### src/buck_coin_pkg.sv
// Purpose: Shared constants for the buck and coin charger register bank
// Assumes: APB byte addresses, 8-bit registers in the low bits of a word
// Notes: Fuse presets arrive as inputs and are not constants here
package buck_coin_pkg;
	localparam int ADDR_W = 8;
	localparam int REG_W = 8;
	// Register indices as printed; byte address is four times the index
	localparam logic [7:0] IDX_SENSE = 8'h2a;
	localparam logic [7:0] IDX_COIN = 8'h30;
	localparam logic [7:0] IDX_RUN_VOLT = 8'h32;
	localparam logic [7:0] IDX_STBY_VOLT = 8'h33;
	localparam logic [7:0] IDX_SLP_VOLT = 8'h34;
	localparam logic [7:0] IDX_CTRL = 8'h35;
	localparam logic [7:0] IDX_MODE = 8'h3f;
	// Field layout
	localparam int COIN_CODE_W = 4;
	localparam int COIN_ON_BIT = 4;
	localparam int VCODE_W = 6;
	localparam int BIT_RUN_ON = 0;
	localparam int BIT_STBY_ON = 1;
	localparam int BIT_SLP_ON = 2;
	localparam int BIT_LPWR = 3;
	localparam int BIT_SLEW = 4;
	localparam int BIT_CCM_DN = 5;
	localparam int BIT_FORCED_PULSE_MODE = 6;
	localparam int BIT_RDIS_OFF = 7;
	localparam int SENSE_W = 5;
	localparam logic [3:0] COIN_CODE_RST = 4'h0;
	// Operating states as written to the mode register
	localparam logic [1:0] MODE_RUN = 2'h0;
	localparam logic [1:0] MODE_STBY = 2'h1;
	localparam logic [1:0] MODE_SLP = 2'h2;
endpackage

### src/buck_coin_regs.sv
// Purpose: APB register bank for one buck channel and the coin charger
// Assumes: Fuse values are stable while presetn is low and just after
// Notes: Zero-wait APB slave; pslverr flags unmapped addresses or writes to the sense register
//
// The APB register port was left to the implementer.
`timescale 1ns/1ps

// Functional notes
// - The coin charge voltage code is four bits and resets to zero.
// - The charger enable bit resets to zero so the charger starts off.
// - The run voltage code is six bits, preset from fuses at reset.
// - The standby voltage code is six bits, preset to the run preset.
// - The sleep voltage code is six bits, preset to the run preset.
// - Control bit zero enables run mode, preset from the fuse sequence.
// - Control bit one enables standby, preset to the fused run enable.
// - Control bit two enables sleep and resets to zero.
// - Control bit three selects low power in standby or sleep.
// - Control bit four picks slow slew unless the fused select is one.
// - Control bit five forces continuous conduction while ramping down.
// - Control bit six forces continuous conduction at all loads.
// - Control bit seven low connects the discharge resistor when off.
// - Fuse-loaded fields preset at power-up and stay read-write.
module buck_coin_regs #(
	parameter int PADDR_W = 10
) (
	input wire logic pclk,
	input wire logic presetn,
	input wire logic clk_en,
	input wire logic psel,
	input wire logic penable,
	input wire logic pwrite,
	input wire logic [PADDR_W-1:0] paddr,
	input wire logic [31:0] pwdata,
	input wire logic [3:0] pstrb,
	output logic [31:0] prdata,
	output logic pready,
	output logic pslverr,
	input wire logic [5:0] fused_run_code,
	input wire logic fused_run_on,
	input wire logic fused_slew,
	input wire logic fused_scaling_select,
	input wire logic [4:0] sense_in,
	output logic [3:0] charge_voltage_code,
	output logic charger_on,
	output logic [5:0] active_voltage_code,
	output logic regulator_on,
	output logic low_power_active,
	output logic slow_slew,
	output logic continuous_during_ramp_down,
	output logic force_continuous_conduction,
	output logic discharge_active
);

	// Elaboration checks: the bus must reach the top register index and fit 32 bits
	if (PADDR_W < 10) begin : g_chk_addr_min
		$error("PADDR_W too small for the register map");
	end
	if (PADDR_W > 32) begin : g_chk_addr_max
		$error("PADDR_W wider than an APB address");
	end

	// Elaboration checks: field layout the decode relies on
	if (buck_coin_pkg::REG_W != 8) begin : g_chk_reg_w
		$error("Register width must be eight bits");
	end
	if (buck_coin_pkg::ADDR_W != 8) begin : g_chk_idx_w
		$error("Register index must be eight bits");
	end
	if (buck_coin_pkg::COIN_CODE_W != 4) begin : g_chk_coin_w
		$error("Coin voltage code must be four bits");
	end
	if (buck_coin_pkg::COIN_ON_BIT != buck_coin_pkg::COIN_CODE_W) begin : g_chk_on
		$error("Charger enable must sit just above the code");
	end
	if (buck_coin_pkg::VCODE_W != 6) begin : g_chk_vcode_w
		$error("Voltage codes must be six bits");
	end
	if (buck_coin_pkg::SENSE_W != 5) begin : g_chk_sense_w
		$error("Sense field must be five bits");
	end
	if (buck_coin_pkg::BIT_RDIS_OFF >= buck_coin_pkg::REG_W) begin : g_chk_top
		$error("Control bits must fit one register");
	end
	if (buck_coin_pkg::MODE_SLP == buck_coin_pkg::MODE_STBY) begin : g_chk_mode
		$error("Operating state codes must differ");
	end

	typedef struct packed {
		logic loaded;
		logic [3:0] coin_code;
		logic coin_on;
		logic [5:0] run_code;
		logic [5:0] stby_code;
		logic [5:0] slp_code;
		logic [7:0] ctrl;
		logic [1:0] mode;
		logic [31:0] rdata;
		logic ready;
		logic err;
		logic [3:0] o_coin_code;
		logic o_coin_on;
		logic [5:0] o_code;
		logic o_on;
		logic o_lpwr;
		logic o_slow;
		logic o_ccm_dn;
		logic o_forced_pulse_mode;
		logic o_dis;
	} state_t;

	state_t st_ff;
	state_t nxt_st;
	logic [7:0] idx;
	logic setup;
	logic wr_ok;
	logic [7:0] wb;
	logic [7:0] rd_byte;
	logic hit;
	logic [1:0] mode_now;
	logic [7:0] ctrl_now;
	logic [4:0] sense_q;

	// Word index from the byte address
	assign idx = paddr[9:2];
	assign setup = psel && !penable;
	assign wb = pwdata[7:0];
	assign wr_ok = setup && pwrite && pstrb[0];

	// One select per mapped register
	logic sel_sense;
	logic sel_coin;
	logic sel_run;
	logic sel_stby;
	logic sel_slp;
	logic sel_ctrl;
	logic sel_mode;
	assign sel_sense = idx == buck_coin_pkg::IDX_SENSE;
	assign sel_coin = idx == buck_coin_pkg::IDX_COIN;
	assign sel_run = idx == buck_coin_pkg::IDX_RUN_VOLT;
	assign sel_stby = idx == buck_coin_pkg::IDX_STBY_VOLT;
	assign sel_slp = idx == buck_coin_pkg::IDX_SLP_VOLT;
	assign sel_ctrl = idx == buck_coin_pkg::IDX_CTRL;
	assign sel_mode = idx == buck_coin_pkg::IDX_MODE;

	// Sense levels come from another domain
	sense_sync #(
		.W(buck_coin_pkg::SENSE_W)
	) u_sense_sync (
		.pclk(pclk),
		.presetn(presetn),
		.clk_en(clk_en),
		.d(sense_in),
		.q(sense_q)
	);

	// Read mux and address decode
	always_comb begin
		rd_byte = 8'h00;
		hit = 1'b1;
		unique case (idx)
			buck_coin_pkg::IDX_SENSE:
				rd_byte = {3'h0, sense_q};
			buck_coin_pkg::IDX_COIN:
				rd_byte = {3'h0, st_ff.coin_on, st_ff.coin_code};
			buck_coin_pkg::IDX_RUN_VOLT:
				rd_byte = {2'h0, st_ff.run_code};
			buck_coin_pkg::IDX_STBY_VOLT:
				rd_byte = {2'h0, st_ff.stby_code};
			buck_coin_pkg::IDX_SLP_VOLT:
				rd_byte = {2'h0, st_ff.slp_code};
			buck_coin_pkg::IDX_CTRL:
				rd_byte = st_ff.ctrl;
			buck_coin_pkg::IDX_MODE:
				rd_byte = {6'h00, st_ff.mode};
			default:
				hit = 1'b0;
		endcase
	end

	// Next state: fuse load, register writes, output selection
	always_comb begin
		nxt_st = st_ff;
		// Answer lasts one cycle unless a setup is taken
		nxt_st.ready = 1'b0;
		nxt_st.err = 1'b0;
		if (!st_ff.loaded) begin
			nxt_st.loaded = 1'b1;
			nxt_st.run_code = fused_run_code;
			nxt_st.stby_code = fused_run_code;
			nxt_st.slp_code = fused_run_code;
			nxt_st.ctrl = 8'h00;
			nxt_st.ctrl[buck_coin_pkg::BIT_RUN_ON] = fused_run_on;
			nxt_st.ctrl[buck_coin_pkg::BIT_STBY_ON] = fused_run_on;
			nxt_st.ctrl[buck_coin_pkg::BIT_SLEW] = fused_slew;
		end else if (setup) begin
			// Answer the setup in the following cycle
			nxt_st.ready = 1'b1;
			nxt_st.err = !hit || (pwrite && sel_sense);
			if (pwrite) begin
				nxt_st.rdata = 32'h0;
			end else begin
				nxt_st.rdata = {24'h0, rd_byte};
			end
			// Writes land only with the low byte strobe set
			if (wr_ok && sel_coin) begin
				nxt_st.coin_code = wb[buck_coin_pkg::COIN_CODE_W-1:0];
				nxt_st.coin_on = wb[buck_coin_pkg::COIN_ON_BIT];
			end
			if (wr_ok && sel_run) begin
				nxt_st.run_code = wb[buck_coin_pkg::VCODE_W-1:0];
			end
			if (wr_ok && sel_stby) begin
				nxt_st.stby_code = wb[buck_coin_pkg::VCODE_W-1:0];
			end
			if (wr_ok && sel_slp) begin
				nxt_st.slp_code = wb[buck_coin_pkg::VCODE_W-1:0];
			end
			if (wr_ok && sel_ctrl) begin
				nxt_st.ctrl = wb;
			end
			// Unused state code leaves the mode as it was
			if (wr_ok && sel_mode && wb[1:0] != 2'h3) begin
				nxt_st.mode = wb[1:0];
			end
		end

		// Values seen after this edge
		mode_now = nxt_st.mode;
		ctrl_now = nxt_st.ctrl;
		// Apply the set that belongs to the operating state
		unique case (mode_now)
			buck_coin_pkg::MODE_STBY: begin
				nxt_st.o_code = nxt_st.stby_code;
				nxt_st.o_on = ctrl_now[buck_coin_pkg::BIT_STBY_ON];
			end
			buck_coin_pkg::MODE_SLP: begin
				nxt_st.o_code = nxt_st.slp_code;
				nxt_st.o_on = ctrl_now[buck_coin_pkg::BIT_SLP_ON];
			end
			default: begin
				nxt_st.o_code = nxt_st.run_code;
				nxt_st.o_on = ctrl_now[buck_coin_pkg::BIT_RUN_ON];
			end
		endcase
		nxt_st.o_lpwr = ctrl_now[buck_coin_pkg::BIT_LPWR] &&
			mode_now != buck_coin_pkg::MODE_RUN;
		nxt_st.o_slow = ctrl_now[buck_coin_pkg::BIT_SLEW] &&
			!fused_scaling_select;
		nxt_st.o_ccm_dn = ctrl_now[buck_coin_pkg::BIT_CCM_DN];
		nxt_st.o_forced_pulse_mode = ctrl_now[buck_coin_pkg::BIT_FORCED_PULSE_MODE];
		nxt_st.o_dis = !ctrl_now[buck_coin_pkg::BIT_RDIS_OFF] &&
			!nxt_st.o_on;
		nxt_st.o_coin_code = nxt_st.coin_code;
		nxt_st.o_coin_on = nxt_st.coin_on;
	end

	// State register, constants only under reset
	always_ff @(posedge pclk or negedge presetn) begin
		if (!presetn) begin
			st_ff <= '0;
			st_ff.coin_code <= buck_coin_pkg::COIN_CODE_RST;
			st_ff.mode <= buck_coin_pkg::MODE_RUN;
			st_ff.o_dis <= 1'b1;
		end else if (clk_en) begin
			st_ff <= nxt_st;
		end
	end

	// Bus answer straight from flip-flops
	assign prdata = st_ff.rdata;
	assign pready = st_ff.ready;
	assign pslverr = st_ff.err;

	// Charger and regulator controls straight from flip-flops
	assign charge_voltage_code = st_ff.o_coin_code;
	assign charger_on = st_ff.o_coin_on;
	assign active_voltage_code = st_ff.o_code;
	assign regulator_on = st_ff.o_on;
	assign low_power_active = st_ff.o_lpwr;
	assign slow_slew = st_ff.o_slow;
	assign continuous_during_ramp_down = st_ff.o_ccm_dn;
	assign force_continuous_conduction = st_ff.o_forced_pulse_mode;
	assign discharge_active = st_ff.o_dis;

endmodule

// Two-flop synchroniser for asynchronous level inputs
module sense_sync #(
	parameter int W = 5
) (
	input wire logic pclk,
	input wire logic presetn,
	input wire logic clk_en,
	input wire logic [W-1:0] d,
	output logic [W-1:0] q
);

	// Refuse an empty bus
	if (W < 1) begin : g_chk_w
		$error("W must be at least one");
	end

	typedef struct packed {
		logic [W-1:0] s1;
		logic [W-1:0] s2;
	} sync_t;

	sync_t sy_ff;
	sync_t nxt_sy;

	// First stage feeds only the second
	always_comb begin
		nxt_sy.s1 = d;
		nxt_sy.s2 = sy_ff.s1;
	end

	// Stages clear under reset and hold when disabled
	always_ff @(posedge pclk or negedge presetn) begin
		if (!presetn) begin
			sy_ff <= '0;
		end else if (clk_en) begin
			sy_ff <= nxt_sy;
		end
	end

	// Only the second stage leaves
	assign q = sy_ff.s2;

endmodule

### config.mk
export PLATFORM = sky130hd
export DESIGN_NAME = buck_coin_regs
export DESIGN_NICKNAME = d
export VERILOG_FILES = /design/src/buck_coin_pkg.sv /design/src/buck_coin_regs.sv
export SDC_FILE = /design/constraint.sdc
export NUM_CORES = 1
export LEC_CHECK = 0
export ABC_AREA = 1
export BUFFER_PORTS_ARGS = -buffer_cell sky130_fd_sc_hd__buf_2
export CAP_MARGIN = 20
export CORE_ASPECT_RATIO = 0.9
export CORE_UTILIZATION = 25
export DETAILED_ROUTE_END_ITERATION = 7
export PLACE_DENSITY = 0.47
export SKIP_CTS_REPAIR_TIMING = 1
export SYNTH_ARGS = -nofsm -noshare
export SYNTH_HDL_FRONTEND = slang
export SYNTH_HIERARCHICAL = 1
export SYNTH_SLANG_ARGS = --single-unit
### constraint.sdc
create_clock -name pclk -period 2.5 [get_ports pclk]
set_clock_uncertainty 0.1 [all_clocks]
set_input_delay 0.25 -clock pclk [delete_from_list [all_inputs] [get_ports pclk]]
set_output_delay 0.25 -clock pclk [all_outputs]
set_load 0.05 [all_outputs]
# Yosys cells after proc, flatten, opt, wreduce, memory -nomap -nowiden
# Cells that the tools add are included.
[totals]
register_bits = 90
input_bits = 66
[classes]
reduce_logical = 24
n_mux = 14
eq_ne = 10
[ops]
columns = ["cell", "n"]
rows = [
  ["67-bit 2-to-1 mux", 1],
  ["8-bit by 6-bit equality test with 1-bit output (second input constant)", 7],
  ["8-bit one-hot mux with 7 select lines", 1],
  ["36-bit 2-to-1 mux", 1],
  ["26-bit 2-to-1 mux", 1],
  ["6-bit 2-to-1 mux", 3],
  ["8-bit 2-to-1 mux", 2],
  ["1-bit logical AND", 14],
  ["7-bit one-hot mux with 2 select lines", 1],
  ["5-bit 2-to-1 mux", 2],
  ["7-bit OR reduction", 1],
  ["1-bit logical NOT", 5],
  ["4-bit AND reduction", 1],
  ["3-bit AND reduction", 1],
  ["2-bit by 1-bit equality test with 1-bit output (second input constant)", 1],
  ["2-bit equality test (second input constant)", 1],
  ["2-bit 2-to-1 mux", 1],
  ["2-bit inequality test (second input constant)", 1],
  ["2-bit nonzero test", 1],
  ["1-bit logical OR", 1],
  ["1-bit 2-to-1 mux", 1],
]

# Logic depth before layout (Yosys ltp)
[logic_depth]
depth_word = 13
mapped_depth = 15
mapped_depth_nobuf = 15

# Cells and area by module
# The synthesis kept the hierarchy.
[modules_own_cells]
columns = ["mod", "seq_area_each_um2", "instances", "area_each_um2", "cells_each"]
rows = [
  ["buck_coin_regs", 1352.5, 1, 3654.8, 497],
  ["sense_sync", 250.2, 1, 380.4, 42],
]

# Least setup slack after synthesis
# Ideal clock, no wire load.
[synth_path]
path_kind = "input to register"
startpoint = "in paddr[8]"
endpoint = "reg st_ff, in the netlist regulator_on"
t_arrival_ps = 1893
required_ps = 2282
path_stages = 14
path_buffers = 1
slack_ps = 389
cell_sequence = "inv_1 nand2_2 nor2_8 nand4_2 a21oi_1 nand3_2 nand2_1 o21ai_2 ha_1 buf_2 inv_1 nand3_1 nand3_1 nand2_1"
[synth_between]
elab_chain_len = 8
word_cells_on_any_way = 13
[synth_rtl]
columns = ["element", "line", "text"]
rows = [
  ["start, declared", "buck_coin_regs.sv:32", "input wire logic [PADDR_W-1:0] paddr,"],
  ["8-bit by 6-bit equality test with 1-bit output", "buck_coin_regs.sv:143", "assign sel_mode = idx == buck_coin_pkg::IDX_MODE;"],
  ["1-bit logical AND (2 in a row)", "buck_coin_regs.sv:222", "if (wr_ok && sel_mode && wb[1:0] != 2'h3) begin"],
  ["2-bit 2-to-1 mux", "buck_coin_regs.sv:222", ""],
  ["67-bit 2-to-1 mux *", "buck_coin_regs.sv:195", "end else if (setup) begin"],
  ["36-bit 2-to-1 mux", "buck_coin_regs.sv:186", "if (!st_ff.loaded) begin"],
  ["2-bit equality test or 2-bit by 1-bit equality test with 1-bit output (tied branches)", "buck_coin_regs.sv:231", "unique case (mode_now)"],
  ["7-bit one-hot mux with 2 select lines *", "buck_coin_regs.sv:231", ""],
  ["end signal, assigned", "buck_coin_regs.sv:265", "st_ff <= nxt_st;"],
  ["end, declared", "buck_coin_regs.sv:111", "state_t st_ff;"],
]
# Mark *: on every way between the ends. The rest lies on a longest branch, timed or not. The select of a mux whose other input is x is not followed.
# A chain may end at the register's enable or synchronous reset.

# Worst setup path after layout
[layout_path]
startpoint = "in paddr[8]"
endpoint = "reg st_ff, in the netlist active_voltage_code[0]"
# The elaborated chain is that of the path after synthesis.

==> flow_summary.json <==
{
  "status": "finished clean",
  "synthSimpleGateAreaFrac_pct": 34.8,
  "placed_cells": 785,
  "drt-pass1-iter-count": 4,
  "ys_seq_elements": 64,
  "track_usage_pct": 15.3,
  "synth_xor_area_share_pct": 0,
  "numCtsBuffers": 9,
  "h-tree-depth": 3,
  "place_ws_ns": 0.121,
  "netlist.area_leader.share_pct": 39.1,
  "async_reset_ff_share_pct": 100,
  "fmax_mhz": 498,
  "yosys-top-cells-count": "184 x nand2_1, 64 x nand3_1, 63 x dfrtp_1",
  "die-width_um": 136,
  "first_global_vias": 3528,
  "crit_arrival_ns": 2.13,
  "rsz0062_at_grt": "no",
  "antenna_left": 0,
  "yosysTopAreaCell": "dfrtp_1",
  "nets": 665,
  "worstPathMaxFanout": 6,
  "yosys_warnings": 6,
  "path_class": "input pin to flop",
  "hold_viol": 0,
  "syn_inst": 539,
  "muxShareOfSynthArea_pct": 0,
  "core_area_sq_um": 15600,
  "grt_first_pass_wirelength_um": 18900,
  "post_synth.cell_area_avg_sq_um": 7.49,
  "vias": 3628,
  "ir_worst_vdd_uv": 360,
  "synth-edff-count": 0,
  "syn-cell-area_sq_um": 4040,
  "antenna_found_initial": 0,
  "synthTopCellsByArea": "dfrtp_1 39%, nand2_1 17%, buf_4 8.2%",
  "synth_fa_ha_area_share_pct": 0.930,
  "place_congestion": 0.824,
  "maxSlewHeadroom_pct": 62.1,
  "ys_seq_area_share_pct": 39.7,
  "timing.final.ws_setup_ns": 0.492,
  "fillers": 1691,
  "cp.required_ns": 2.62,
  "cp-start-kind": "input pin",
  "grt_start_max_net_pins": 65,
  "dieArea_sq_um": 16700,
  "yosysUniqueCellTypes": 39,
  "slew_violations": 0,
  "cts_tree": "done",
  "diodes": 0,
  "setup_tns_ns": 0,
  "layoutNonFillerInstCount": 802,
  "min_from": "sense_in[0]",
  "viasPerCell": 4.52,
  "worst_pin_slew_ns": 0.566,
  "clk_path_buf_depth": 2,
  "fin_crit_sh_pct": 80.3,
  "route.detailed.drc": 0,
  "hp-class": "input pin to flop",
  "ctsRootBufferMaster": "clkbuf_16",
  "ios": 117,
  "drive_gt1_share_pct": 22.2,
  "dr.first_iter.drc_count": 196,
  "r2r-start": "st_ff[84]",
  "syn_to_final_growth_pct": 17.0,
  "worstSkewPairLatency_ns": 0.33,
  "synth.most_common_cell": "nand2_1",
  "rows": 43,
  "initial_core_util_pct": 25.9,
  "grt-ovfl-total": 0,
  "routed_wl_um": 11900,
  "synth_ff_type": "dfrtp_1",
  "path_clk_slew_ns": 0.05,
  "portBuffers": 63,
  "post-dp-hpwl_um": 9060,
  "power_density_nw_per_um2": 700,
  "synth_top_family_by_area": "simple AND/OR/NAND/NOR gates",
  "wl_per_cell_um": 14.8,
  "drv_cap": 0,
  "crit_start": "paddr[8]",
  "final-setup-viol-count": 0,
  "die_y_um": 123,
  "endpoint_kind": "flop",
  "p_leak_nw": 2.55,
  "post-route-min-period_ns": 2.01,
  "cts.sinks": 64,
  "synth_compound_area_share_pct": 10.0
}
-- worst max-delay path, stage by stage --
cell     delay, ns
buf_2         0.10
inv_1         0.06
nand2_2       0.11
nor2_8        0.10
nand4_2       0.15
a21oi_1       0.19
nand3_2       0.13
o21ai_2       0.22
ha_1          0.30
inv_1         0.21
a21oi_1       0.11
nand2_1       0.12
nand2_1       0.06
-- through the flow --
stage	hold WS, ns	instance area [sq um]	power [mW]	util [%]
2_1_floorplan	-0.146	4120	1.90	-
3_3_place_gp	0.199	4410	2.07	28.3
3_5_place_dp	0.209	4410	2.08	28.3
4_1_cts	-0.150	4700	3.34	30.1
5_1_grt	0.0248	4720	3.48	30.3
6_report	0.0182	4720	3.30	30.3
-- where the power goes --
part,leakage [nW],total (mW),internal [mW],switching [mW]
clock network,0.145,1.25,0.788,0.461
registers,0.832,1.24,1.16,0.0749
logic,1.57,0.817,0.221,0.596
total,2.55,3.30,2.17,1.13
-- cell families (layout without fill, tap and decap cells) --
logic type                 count (synthesis)  after routing
AOI/OAI and AO/OA                         71             71
adders and majority gates                  3              3
buffers and inverters                    103            141
DFF                                       64             64
other                                      1             24
and+or+nand+nor                          297            297
-- layout make-up --
| cell class | count | area, sq um | area share, % |
|---|---|---|---|
| multi-input cells | 395 | 1940 | 41.0 |
| flip-flops and latches | 64 | 1600 | 33.9 |
| repair buffers | 79 | 453 | 9.59 |
| well taps | 202 | 253 | 5.35 |
| clock buffers | 11 | 243 | 5.14 |
| inverters | 47 | 189 | 4.00 |
| clock inverters | 4 | 45.0 | 0.954 |
-- registers in the layout, indices dropped and copies added (netlist names), 4 cells and up --
signal and cells:
charge_voltage_code 4, u_sense_sync/q 5, active_voltage_code 6, u_sense_sync/nxt_sy 5, st_ff 29, prdata 8
-- routing by layer --
metal	global-route usage, %	share of wire, %	vias to the layer above
li1	-	-	1803
met3	4.21	6.6	14
met5	0	0	-
met4	4.58	1.4	0
met2	23.0	44	107
met1	21.2	48	1704
-- layout by cell type (no fill, tap or decap), drive strengths merged, types with 3 or more instances in the layout --
| cell type | Yosys | final |
|---|---|---|
| dfrtp | 63 | 63 |
| o22ai | 4 | 4 |
| clkinv | 1 | 4 |
| nand3 | 71 | 71 |
| nor2 | 22 | 22 |
| o21ai | 40 | 40 |
| or2 | 6 | 6 |
| buf | 48 | 77 |
| a21oi | 17 | 17 |
| ha | 3 | 3 |
| conb | 1 | 24 |
| clkbuf | 8 | 11 |
| nand4 | 6 | 6 |
| nand2 | 192 | 192 |
| o31ai | 3 | 3 |
| inv | 46 | 46 |
-- final timing paths --
kind,end,slack (ns),depth (start not counted)
setup / recovery,active_voltage_code[0],0.49,13
hold reg to reg,discharge_active,0.37,2
setup reg to reg,active_voltage_code[0],0.71,7
hold / removal,u_sense_sync/nxt_sy[0],0.02,3
max in group asynchronous,discharge_active,1.60,3
min in group asynchronous,u_sense_sync/nxt_sy[4],0.37,3
(Power assumes the default switching activity.)
